[src/pkg/gds_pkg.sv]
// constants, types and helpers shared by the gate drive sequencer
package gds_pkg;
	// core clock
	localparam int CLK_NS = 20;
	// timing figures in their own units, then in clock cycles
	localparam int BLANK_NS = 130;
	localparam int NOV_NS = 40;
	localparam int CAL_NS = 28000;
	localparam int BLANK_CYC = (BLANK_NS + CLK_NS - 1) / CLK_NS;
	localparam int NOV_CYC = (NOV_NS + CLK_NS - 1) / CLK_NS;
	localparam int CAL_CYC = (CAL_NS + CLK_NS - 1) / CLK_NS;
	localparam int CNT_W = 11;
	localparam logic [CNT_W-1:0] BLANK_CNT = CNT_W'(BLANK_CYC);
	localparam logic [CNT_W-1:0] NOV_CNT = CNT_W'(NOV_CYC - 1);
	localparam logic [CNT_W-1:0] CAL_CNT = CNT_W'(CAL_CYC);
	// die temperature thresholds in degrees C
	localparam int TRIP_C = 170;
	localparam int HYS_C = 20;
	localparam logic [7:0] TEMP_TRIP = 8'(TRIP_C);
	localparam logic [7:0] TEMP_RELEASE = 8'(TRIP_C - HYS_C);
	// comparator codes of the three-level input
	localparam logic [1:0] PWM_CODE_LOW = 2'h0;
	localparam logic [1:0] PWM_CODE_MID = 2'h1;
	localparam logic [1:0] PWM_CODE_HIGH = 2'h3;
	// register map, byte addresses
	localparam int ADDR_W = 4;
	localparam logic [ADDR_W-1:0] REG_CTRL = 4'h0;
	localparam logic [ADDR_W-1:0] REG_STATUS = 4'h4;
	localparam logic [ADDR_W-1:0] REG_EVENT = 4'h8;
	localparam logic [ADDR_W-1:0] REG_MASK = 4'hC;
	// control fields
	localparam int CTRL_W = 2;
	localparam int CTRL_THERM_EN = 0;
	localparam int CTRL_FORCE_OFF = 1;
	localparam logic [CTRL_W-1:0] CTRL_RESET = 2'h1;
	// event fields, shared by event and mask registers
	localparam int EV_W = 4;
	localparam int EV_THERMAL = 0;
	localparam int EV_ZC_TRIP = 1;
	localparam int EV_CAL_DONE = 2;
	localparam int EV_UNDERVOLT = 3;
	localparam logic [EV_W-1:0] EV_RESET = 4'h0;

	typedef enum logic [1:0] {
		LVL_LOW = 2'b00,
		LVL_MID = 2'b01,
		LVL_HIGH = 2'b10
	} gds_level_t;

	typedef enum logic [2:0] {
		S_IDLE = 3'b000,
		S_HS_ON = 3'b001,
		S_HS_OFF_WAIT = 3'b010,
		S_NOV = 3'b011,
		S_LS_ON = 3'b100,
		S_LS_OFF_WAIT = 3'b101
	} gds_state_t;

	// asynchronous pin inputs travel together through the synchroniser
	typedef struct packed {
		logic [1:0] pwm_code;
		logic enable;
		logic zero_current_enable_n;
		logic supply_ok;
		logic hs_below_1v;
		logic ls_below_1v;
		logic switch_node_zero;
		logic [7:0] die_temp;
	} gds_pins_t;

	// safe values: mid level, disabled, detection off, gates sensed low
	localparam gds_pins_t PINS_RESET = '{pwm_code: 2'h1, enable: 1'b0,
		zero_current_enable_n: 1'b1, supply_ok: 1'b0, hs_below_1v: 1'b1,
		ls_below_1v: 1'b1, switch_node_zero: 1'b0, die_temp: 8'h00};

	// unknown comparator code counts as the middle level
	function automatic gds_level_t decode_level(input logic [1:0] code);
		gds_level_t lvl;
		lvl = LVL_MID;
		if (code == PWM_CODE_LOW) begin
			lvl = LVL_LOW;
		end else if (code == PWM_CODE_HIGH) begin
			lvl = LVL_HIGH;
		end
		return lvl;
	endfunction : decode_level
endpackage : gds_pkg

[src/rtl/gds_sync.sv]
// three-stage pin synchroniser with agreement filter
`timescale 1ns/100ps
`default_nettype none
module gds_sync #(
	parameter int W = 1,
	parameter logic [W-1:0] RST_VAL = '0
) (
	input wire logic clk,
	input wire logic rst_n,
	input wire logic [W-1:0] d,
	output logic [W-1:0] q
);
	logic [W-1:0] ff1_q;
	logic [W-1:0] ff2_q;
	logic [W-1:0] ff3_q;
	logic [W-1:0] agree;

	// ff1 feeds ff2 only, the filter looks at ff2 and ff3
	always_ff @(posedge clk or negedge rst_n) begin
		if (!rst_n) begin
			ff1_q <= RST_VAL;
			ff2_q <= RST_VAL;
			ff3_q <= RST_VAL;
		end else begin
			ff1_q <= d;
			ff2_q <= ff1_q;
			ff3_q <= ff2_q;
		end
	end

	assign agree = ~(ff2_q ^ ff3_q);

	// a bit only moves once two stages agree, so one-cycle glitches die here
	always_ff @(posedge clk or negedge rst_n) begin
		if (!rst_n) begin
			q <= RST_VAL;
		end else begin
			q <= (ff3_q & agree) | (q & ~agree);
		end
	end
endmodule : gds_sync
`default_nettype wire

[src/rtl/gds_top.sv]
// gate drive sequencer: input decode, dead time, zero-current cut-off, faults, registers
//
// Our own choices: register access over Avalon-MM and the address map.
`timescale 1ns/100ps
`default_nettype none
module gds_top (
	input wire logic clk,
	input wire logic rst_n,
	input wire logic [1:0] pwm_code,
	input wire logic enable,
	input wire logic zero_current_enable_n,
	input wire logic supply_above_undervoltage_lockout,
	input wire logic high_gate_below_1v,
	input wire logic low_gate_below_1v,
	input wire logic switch_node_zero,
	input wire logic [7:0] die_temp,
	input wire logic [gds_pkg::ADDR_W-1:0] avs_address,
	input wire logic avs_read,
	input wire logic avs_write,
	input wire logic [31:0] avs_writedata,
	output logic [31:0] avs_readdata,
	output logic avs_waitrequest,
	output logic high_side_gate,
	output logic low_side_gate,
	output logic irq
);
	import gds_pkg::*;

	logic rst_meta_q;
	logic rst_sync_q;
	gds_pins_t pins_raw;
	gds_pins_t pins_s;
	gds_level_t level;
	gds_state_t state_q;
	gds_state_t state_d;
	logic [CNT_W-1:0] cal_q;
	logic [CNT_W-1:0] nov_q;
	logic [CNT_W-1:0] blank_q;
	logic supply_prev_q;
	logic therm_fault_q;
	logic ls_block_q;
	logic [CTRL_W-1:0] ctrl_q;
	logic [EV_W-1:0] ev_q;
	logic [EV_W-1:0] ev_d;
	logic [EV_W-1:0] ev_set;
	logic [EV_W-1:0] mask_q;
	logic [EV_W-1:0] mask_d;
	logic [31:0] rd_mux;
	logic cal_busy;
	logic allowed;
	logic zc_active;
	logic zc_trip;
	logic want_hs;
	logic want_ls;
	logic therm_set;
	logic wr_en;

	// reset enters asynchronously but is released on the clock
	always_ff @(posedge clk or negedge rst_n) begin
		if (!rst_n) begin
			rst_meta_q <= 1'b0;
			rst_sync_q <= 1'b0;
		end else begin
			rst_meta_q <= 1'b1;
			rst_sync_q <= rst_meta_q;
		end
	end

	// every pin comes from outside the clock domain
	assign pins_raw = '{pwm_code: pwm_code, enable: enable,
		zero_current_enable_n: zero_current_enable_n, supply_ok: supply_above_undervoltage_lockout,
		hs_below_1v: high_gate_below_1v, ls_below_1v: low_gate_below_1v,
		switch_node_zero: switch_node_zero, die_temp: die_temp};

	// detection enable resets high so it starts out disabled
	gds_sync #(
		.W($bits(gds_pins_t)),
		.RST_VAL(PINS_RESET)
	) u_sync (
		.clk(clk),
		.rst_n(rst_sync_q),
		.d(pins_raw),
		.q(pins_s)
	);

	assign level = decode_level(pins_s.pwm_code);

	// calibration restarts on every supply rise; the pin level is ignored meanwhile
	always_ff @(posedge clk or negedge rst_sync_q) begin
		if (!rst_sync_q) begin
			supply_prev_q <= 1'b0;
			cal_q <= '0;
		end else begin
			supply_prev_q <= pins_s.supply_ok;
			if (pins_s.supply_ok && !supply_prev_q) begin
				cal_q <= CAL_CNT;
			end else if (cal_q != '0) begin
				cal_q <= cal_q - CNT_W'(1);
			end
		end
	end
	assign cal_busy = (cal_q != '0);

	// hysteresis keeps the fault from chattering around the trip point
	assign therm_set = (pins_s.die_temp >= TEMP_TRIP);
	always_ff @(posedge clk or negedge rst_sync_q) begin
		if (!rst_sync_q) begin
			therm_fault_q <= 1'b0;
		end else if (!ctrl_q[CTRL_THERM_EN]) begin
			therm_fault_q <= 1'b0;
		end else if (therm_set) begin
			therm_fault_q <= 1'b1;
		end else if (pins_s.die_temp <= TEMP_RELEASE) begin
			therm_fault_q <= 1'b0;
		end
	end

	// overall permission to switch
	assign allowed = pins_s.supply_ok && pins_s.enable && !cal_busy && !therm_fault_q
		&& !ctrl_q[CTRL_FORCE_OFF];

	// comparator looked at only in low-side conduction, after blanking
	assign zc_active = !pins_s.zero_current_enable_n;
	assign zc_trip = zc_active && (state_q == S_LS_ON) && (blank_q == '0)
		&& pins_s.switch_node_zero;

	// a trip blocks the low side until the input leaves its low level
	always_ff @(posedge clk or negedge rst_sync_q) begin
		if (!rst_sync_q) begin
			ls_block_q <= 1'b0;
		end else if (level != LVL_LOW) begin
			ls_block_q <= 1'b0;
		end else if (zc_trip) begin
			ls_block_q <= 1'b1;
		end
	end

	assign want_hs = allowed && (level == LVL_HIGH);
	assign want_ls = allowed && (level == LVL_LOW) && !ls_block_q && !zc_trip;

	// sequencer: every hand-over passes gate-low sensing and the dead timer
	always_comb begin
		state_d = state_q;
		unique case (state_q)
			S_IDLE: begin
				if (want_hs && pins_s.ls_below_1v) begin
					state_d = S_HS_ON;
				end else if (want_ls && pins_s.hs_below_1v) begin
					state_d = S_LS_ON;
				end
			end
			S_HS_ON: begin
				if (!want_hs) begin
					state_d = S_HS_OFF_WAIT;
				end
			end
			S_HS_OFF_WAIT: begin
				if (pins_s.hs_below_1v) begin
					state_d = S_NOV;
				end
			end
			S_NOV: begin
				if (nov_q == '0) begin
					state_d = S_IDLE;
				end
			end
			S_LS_ON: begin
				if (!want_ls) begin
					state_d = S_LS_OFF_WAIT;
				end
			end
			S_LS_OFF_WAIT: begin
				if (pins_s.ls_below_1v) begin
					state_d = S_NOV;
				end
			end
			default: begin
				state_d = S_IDLE;
			end
		endcase
	end

	always_ff @(posedge clk or negedge rst_sync_q) begin
		if (!rst_sync_q) begin
			state_q <= S_IDLE;
		end else begin
			state_q <= state_d;
		end
	end

	// gate commands follow the next state, so they change with it
	always_ff @(posedge clk or negedge rst_sync_q) begin
		if (!rst_sync_q) begin
			high_side_gate <= 1'b0;
			low_side_gate <= 1'b0;
		end else begin
			high_side_gate <= (state_d == S_HS_ON);
			low_side_gate <= (state_d == S_LS_ON);
		end
	end

	// dead timer and blanking counter, both in core cycles
	always_ff @(posedge clk or negedge rst_sync_q) begin
		if (!rst_sync_q) begin
			nov_q <= '0;
			blank_q <= '0;
		end else begin
			if (state_d == S_NOV && state_q != S_NOV) begin
				nov_q <= NOV_CNT;
			end else if (nov_q != '0) begin
				nov_q <= nov_q - CNT_W'(1);
			end
			if (state_d == S_LS_ON && state_q != S_LS_ON) begin
				blank_q <= BLANK_CNT;
			end else if (blank_q != '0) begin
				blank_q <= blank_q - CNT_W'(1);
			end
		end
	end

	// bus slave: one wait cycle, then a single ready cycle
	assign wr_en = avs_write && !avs_waitrequest;
	always_ff @(posedge clk or negedge rst_sync_q) begin
		if (!rst_sync_q) begin
			avs_waitrequest <= 1'b1;
		end else if ((avs_read || avs_write) && avs_waitrequest) begin
			avs_waitrequest <= 1'b0;
		end else begin
			avs_waitrequest <= 1'b1;
		end
	end

	// read mux; unmapped addresses read as zero
	always_comb begin
		rd_mux = 32'h0000_0000;
		unique case (avs_address)
			REG_CTRL: rd_mux = {30'h0, ctrl_q};
			REG_STATUS: rd_mux = {22'h0, low_side_gate, high_side_gate, level, allowed,
				cal_busy, therm_fault_q, state_q};
			REG_EVENT: rd_mux = {28'h0, ev_q};
			REG_MASK: rd_mux = {28'h0, mask_q};
			default: rd_mux = 32'h0000_0000;
		endcase
	end

	// data are latched in the wait cycle and stand at the ready edge
	always_ff @(posedge clk or negedge rst_sync_q) begin
		if (!rst_sync_q) begin
			avs_readdata <= 32'h0000_0000;
		end else if (avs_read && avs_waitrequest) begin
			avs_readdata <= rd_mux;
		end
	end

	// control register steers thermal protection and a software hold-off
	always_ff @(posedge clk or negedge rst_sync_q) begin
		if (!rst_sync_q) begin
			ctrl_q <= CTRL_RESET;
		end else if (wr_en && avs_address == REG_CTRL) begin
			ctrl_q <= avs_writedata[CTRL_W-1:0];
		end
	end

	// sticky events; a new event beats a write-one-to-clear in the same cycle
	always_comb begin
		ev_set = EV_RESET;
		ev_set[EV_THERMAL] = therm_set && ctrl_q[CTRL_THERM_EN] && !therm_fault_q;
		ev_set[EV_ZC_TRIP] = zc_trip;
		ev_set[EV_CAL_DONE] = (cal_q == CNT_W'(1));
		ev_set[EV_UNDERVOLT] = supply_prev_q && !pins_s.supply_ok;
		ev_d = ev_q;
		if (wr_en && avs_address == REG_EVENT) begin
			ev_d = ev_q & ~avs_writedata[EV_W-1:0];
		end
		ev_d = ev_d | ev_set;
		mask_d = mask_q;
		if (wr_en && avs_address == REG_MASK) begin
			mask_d = avs_writedata[EV_W-1:0];
		end
	end

	// interrupt is registered from the same next values as the bits it reflects
	always_ff @(posedge clk or negedge rst_sync_q) begin
		if (!rst_sync_q) begin
			ev_q <= EV_RESET;
			mask_q <= EV_RESET;
			irq <= 1'b0;
		end else begin
			ev_q <= ev_d;
			mask_q <= mask_d;
			irq <= |(ev_d & mask_d);
		end
	end
endmodule : gds_top
`default_nettype wire
[config.mk]
export PLATFORM = sky130hd
export DESIGN_NAME = gds_top
export DESIGN_NICKNAME = d
export VERILOG_FILES = /design/src/pkg/gds_pkg.sv /design/src/rtl/gds_sync.sv /design/src/rtl/gds_top.sv
export SDC_FILE = /design/constraint.sdc
export NUM_CORES = 1
export LEC_CHECK = 0
export BUFFER_PORTS_ARGS = -buffer_cell sky130_fd_sc_hd__buf_2
export CAP_MARGIN = 30
export CORE_MARGIN = 2
export CORE_UTILIZATION = 50
export DETAILED_ROUTE_END_ITERATION = 16
export MAX_ROUTING_LAYER = met4
export PLACE_DENSITY_LB_ADDON = 0.2
export RECOVER_POWER = 25
export SYNTH_ARGS = -nofsm -noshare
export SYNTH_HDL_FRONTEND = slang
export SYNTH_SLANG_ARGS = --single-unit
[constraint.sdc]
create_clock -name clk -period 4.7 [get_ports clk]
set_input_delay 0.235 -clock clk [delete_from_list [all_inputs] [get_ports clk]]
set_output_delay 0.235 -clock clk [all_outputs]
set_load 0.05 [all_outputs]
==> metrics.yaml <==
critical_path:
  arrival_ns: 3.16
  critPathKind: "reg2reg"
  cp_max_fo: 11
  critPathRequiredTime_ns: 5.13
  worstSetupStartpointType: "flop"
  worstSetupEndpointType: "flop"
synthesis:
  synth-main-ff-cell: "dfrtp_1"
  synth-compound-area-share_pct: 6.868
  syn_area_um2: 5229
  ys_ff_latch: 129
  synth-seq-area-share_pct: 62.17
  yosysWarnings: 0
  synth_edf_count: 0
  synth_cells: 414
  synth_top_cell_by_area: "dfrtp_1"
  synth_top_family_by_area: "simple AND/OR/NAND/NOR gates"
  synth_area_per_cell_um2: 12.63
  synth_top_area_share_pct: 53.12
  synth_area_leaders: "dfrtp_1 (53%), dfstp_2 (9.0%), buf_4 (3.2%)"
  synthAdderAreaFrac_pct: 5.217
  synth-simple-area-share_pct: 14.33
  synth_cell_types: 63
  synth_xor_area_share_pct: 3.518
  synth.area.mux_share_pct: 2.967
  async_reset_ff_share_pct: 100.0
clock_tree:
  cts_tree: "built"
  cts-htree-levels: 4
  clk_latency_ns: 0.52
  cts-root-buf: "clkbuf_8"
  clkTransAtPathRegs_ns: 0.06
  cts.path.max_buffers: 2
  cts_buffers: 17
  cts.sinks: 129
  cts_setup_buffers: 0
outcome:
  status: "completed"
final_layout:
  final_cell_mix: "dfrtp_1 (111), buf_2 (41), nand2_1 (34)"
  fin_nets: 556
  final_common_cell: "dfrtp_1"
  syn2layout_area_growth_pct: 20.51
  drive_gt1_share_pct: 22.02
  diodes: 0
  final_core_util_pct: 61.59
floorplanning:
  initial_utilization_pct: 51.11
  rows: 37
  core_area_um2: 10230
  die_h_um: 106.3
  die-area_um2: 11290
  die-width_um: 106.3
  boundaryPins: 92
sta:
  worst_pin_slew_ns: 1.132
  setup_viol: 0
  hold_viol: 0
  tns_ns: 0
  post-route-period-util_pct: 58.06
  period_needed_ns: 2.729
  max_slew_margin_pct: 24.50
  final_max_slew_viol_count: 0
  finalClockSkew_ns: 0.008623
  rsz0062_at_grt: "no"
  max_freq_mhz: 366.5
grt:
  use_met1_pct: 24.84
  gr-total-overflow: 0
  grt_busiest_layer: "met2"
  grt.met2_usage_pct: 27.56
  gr-usage-all-layers_pct: 18.77
  grt_pass1_wl_mm: 16.03
  first_global_vias: 3375
  grt_max_degree: 62
  grtUsageMet3_pct: 4.292
  antenna_found_initial: 0
detailed_routing:
  antenna_left: 0
  drt_wl_total_mm: 8.727
  num_vias: 3202
  wl_per_cell_um: 13.64
  first_pass_iters: 4
  vias_per_cell: 5.003
  drc: 0
  first_iter_violations: 174
power_and_ir_drop:
  power_density_nw_per_um2: 501.4
  power_uw: 3160
  vdd_drop_max_v: 0.0002564
  p_leak_uw: 0.002767
placement:
  place_congestion: 0.8204
  dp_hpwl_mm: 6.015
  io_buffer_count: 41
min_path:
  hold_path.class: "in2reg"
flow_run:
  cap_viol_max_count: 0
[report_power, final]
group	internal, uW	switching [uW]	leakage (uW)
Combinational	241	317	0.000995
Sequential	1260	150	0.00151
Clock	677	510	0.000263
Total	2180	977	0.00277
[stage by stage]
| step | cells | area [um^2] | hold WS (ns) | setup WS (ns) |
|---|---|---|---|---|
| after floorplan | 435 | 5308 | -0.06059 | 0.8713 |
| after global placement | 583 | 5489 | 0.01992 | 2.057 |
| after detailed placement | 584 | 5517 | 0.02366 | 2.003 |
| after CTS | 640 | 6305 | 0.05379 | 1.979 |
| after global routing | 640 | 6301 | 0.07078 | 1.717 |
| final | 640 | 6301 | 0.07328 | 1.971 |
[repair_timing]
item / CTS / global route
gates resized for setup: 0 / 0
endpoints found under the hold margin: 25 / 0
hold buffers: 24 / 0
[cells by family after synthesis]
family | after synthesis
adder cells (fa/ha/maj) | 25
multiplexers | 12
XOR/XNOR | 21
AND/OR/NAND/NOR | 133
AO/OA/AOI/OAI | 50
flip-flops | 129
buffers and inverters | 42
other | 2
[worst paths after layout]
check / start / endpoint / slack [ns] / cells past startpoint
setup / recovery: cal_q[0]$_DFFE_PN0P_ / nov_q[1]$_DFFE_PN0P_ / 1.97 / 8
hold / removal: avs_address[0] / avs_readdata[0]$_DFFE_PN0P_ / 0.07 / 3
setup reg to reg: cal_q[0]$_DFFE_PN0P_ / nov_q[1]$_DFFE_PN0P_ / 1.97 / 8
hold reg to reg: u_sync.ff1_q[7]$_DFF_PN0_ / u_sync.ff2_q[7]$_DFF_PN0_ / 0.35 / 0
max in group asynchronous: rst_sync_q$_DFF_PN0_ / asynchronous set/reset pin / 2.82 / 2
min in group asynchronous: rst_sync_q$_DFF_PN0_ / u_sync.ff1_q[1]$_DFF_PN0_ / 0.48 / 0
[worst max-delay path, stage by stage, from the launching register on]
cell and delay [ns]:
dfrtp_1 0.42, inv_1 0.13, ha_1 0.18, nor4b_2 0.34, nand3_2 0.26, a311oi_1 0.52, nor3_2 0.10, o31a_1 0.46
a211oi_2 0.24
[final cells by class]
type,count,area (um^2)
Clock buffer,18,427.9
Inverter,12,45.04
Tap cell,136,170.2
Sequential cell,129,3251
Timing Repair Buffer,67,480.5
Fill cell,825,3930
Multi-Input combinational cell,264,1807
Clock inverter,14,120.1
[metal layers]
metal | vias up | wire length (um)
met3 | 16 | 338
met1 | 1558 | 4112
met5 | - | 0
met4 | 0 | 168
met2 | 70 | 4107
li1 | 1558 | -
[cell usage after synthesis, drive strengths merged, types with 8 or more instances]
cell type  number
inv            12
xnor2          14
a21oi          10
mux2            8
nor2           31
nand2          34
nor4            8
o21ai           8
buf            25
dfrtp         111
maj3           16
ha              9
dfstp          18
or3             8
nor3           15
(Power assumes the default switching activity.)
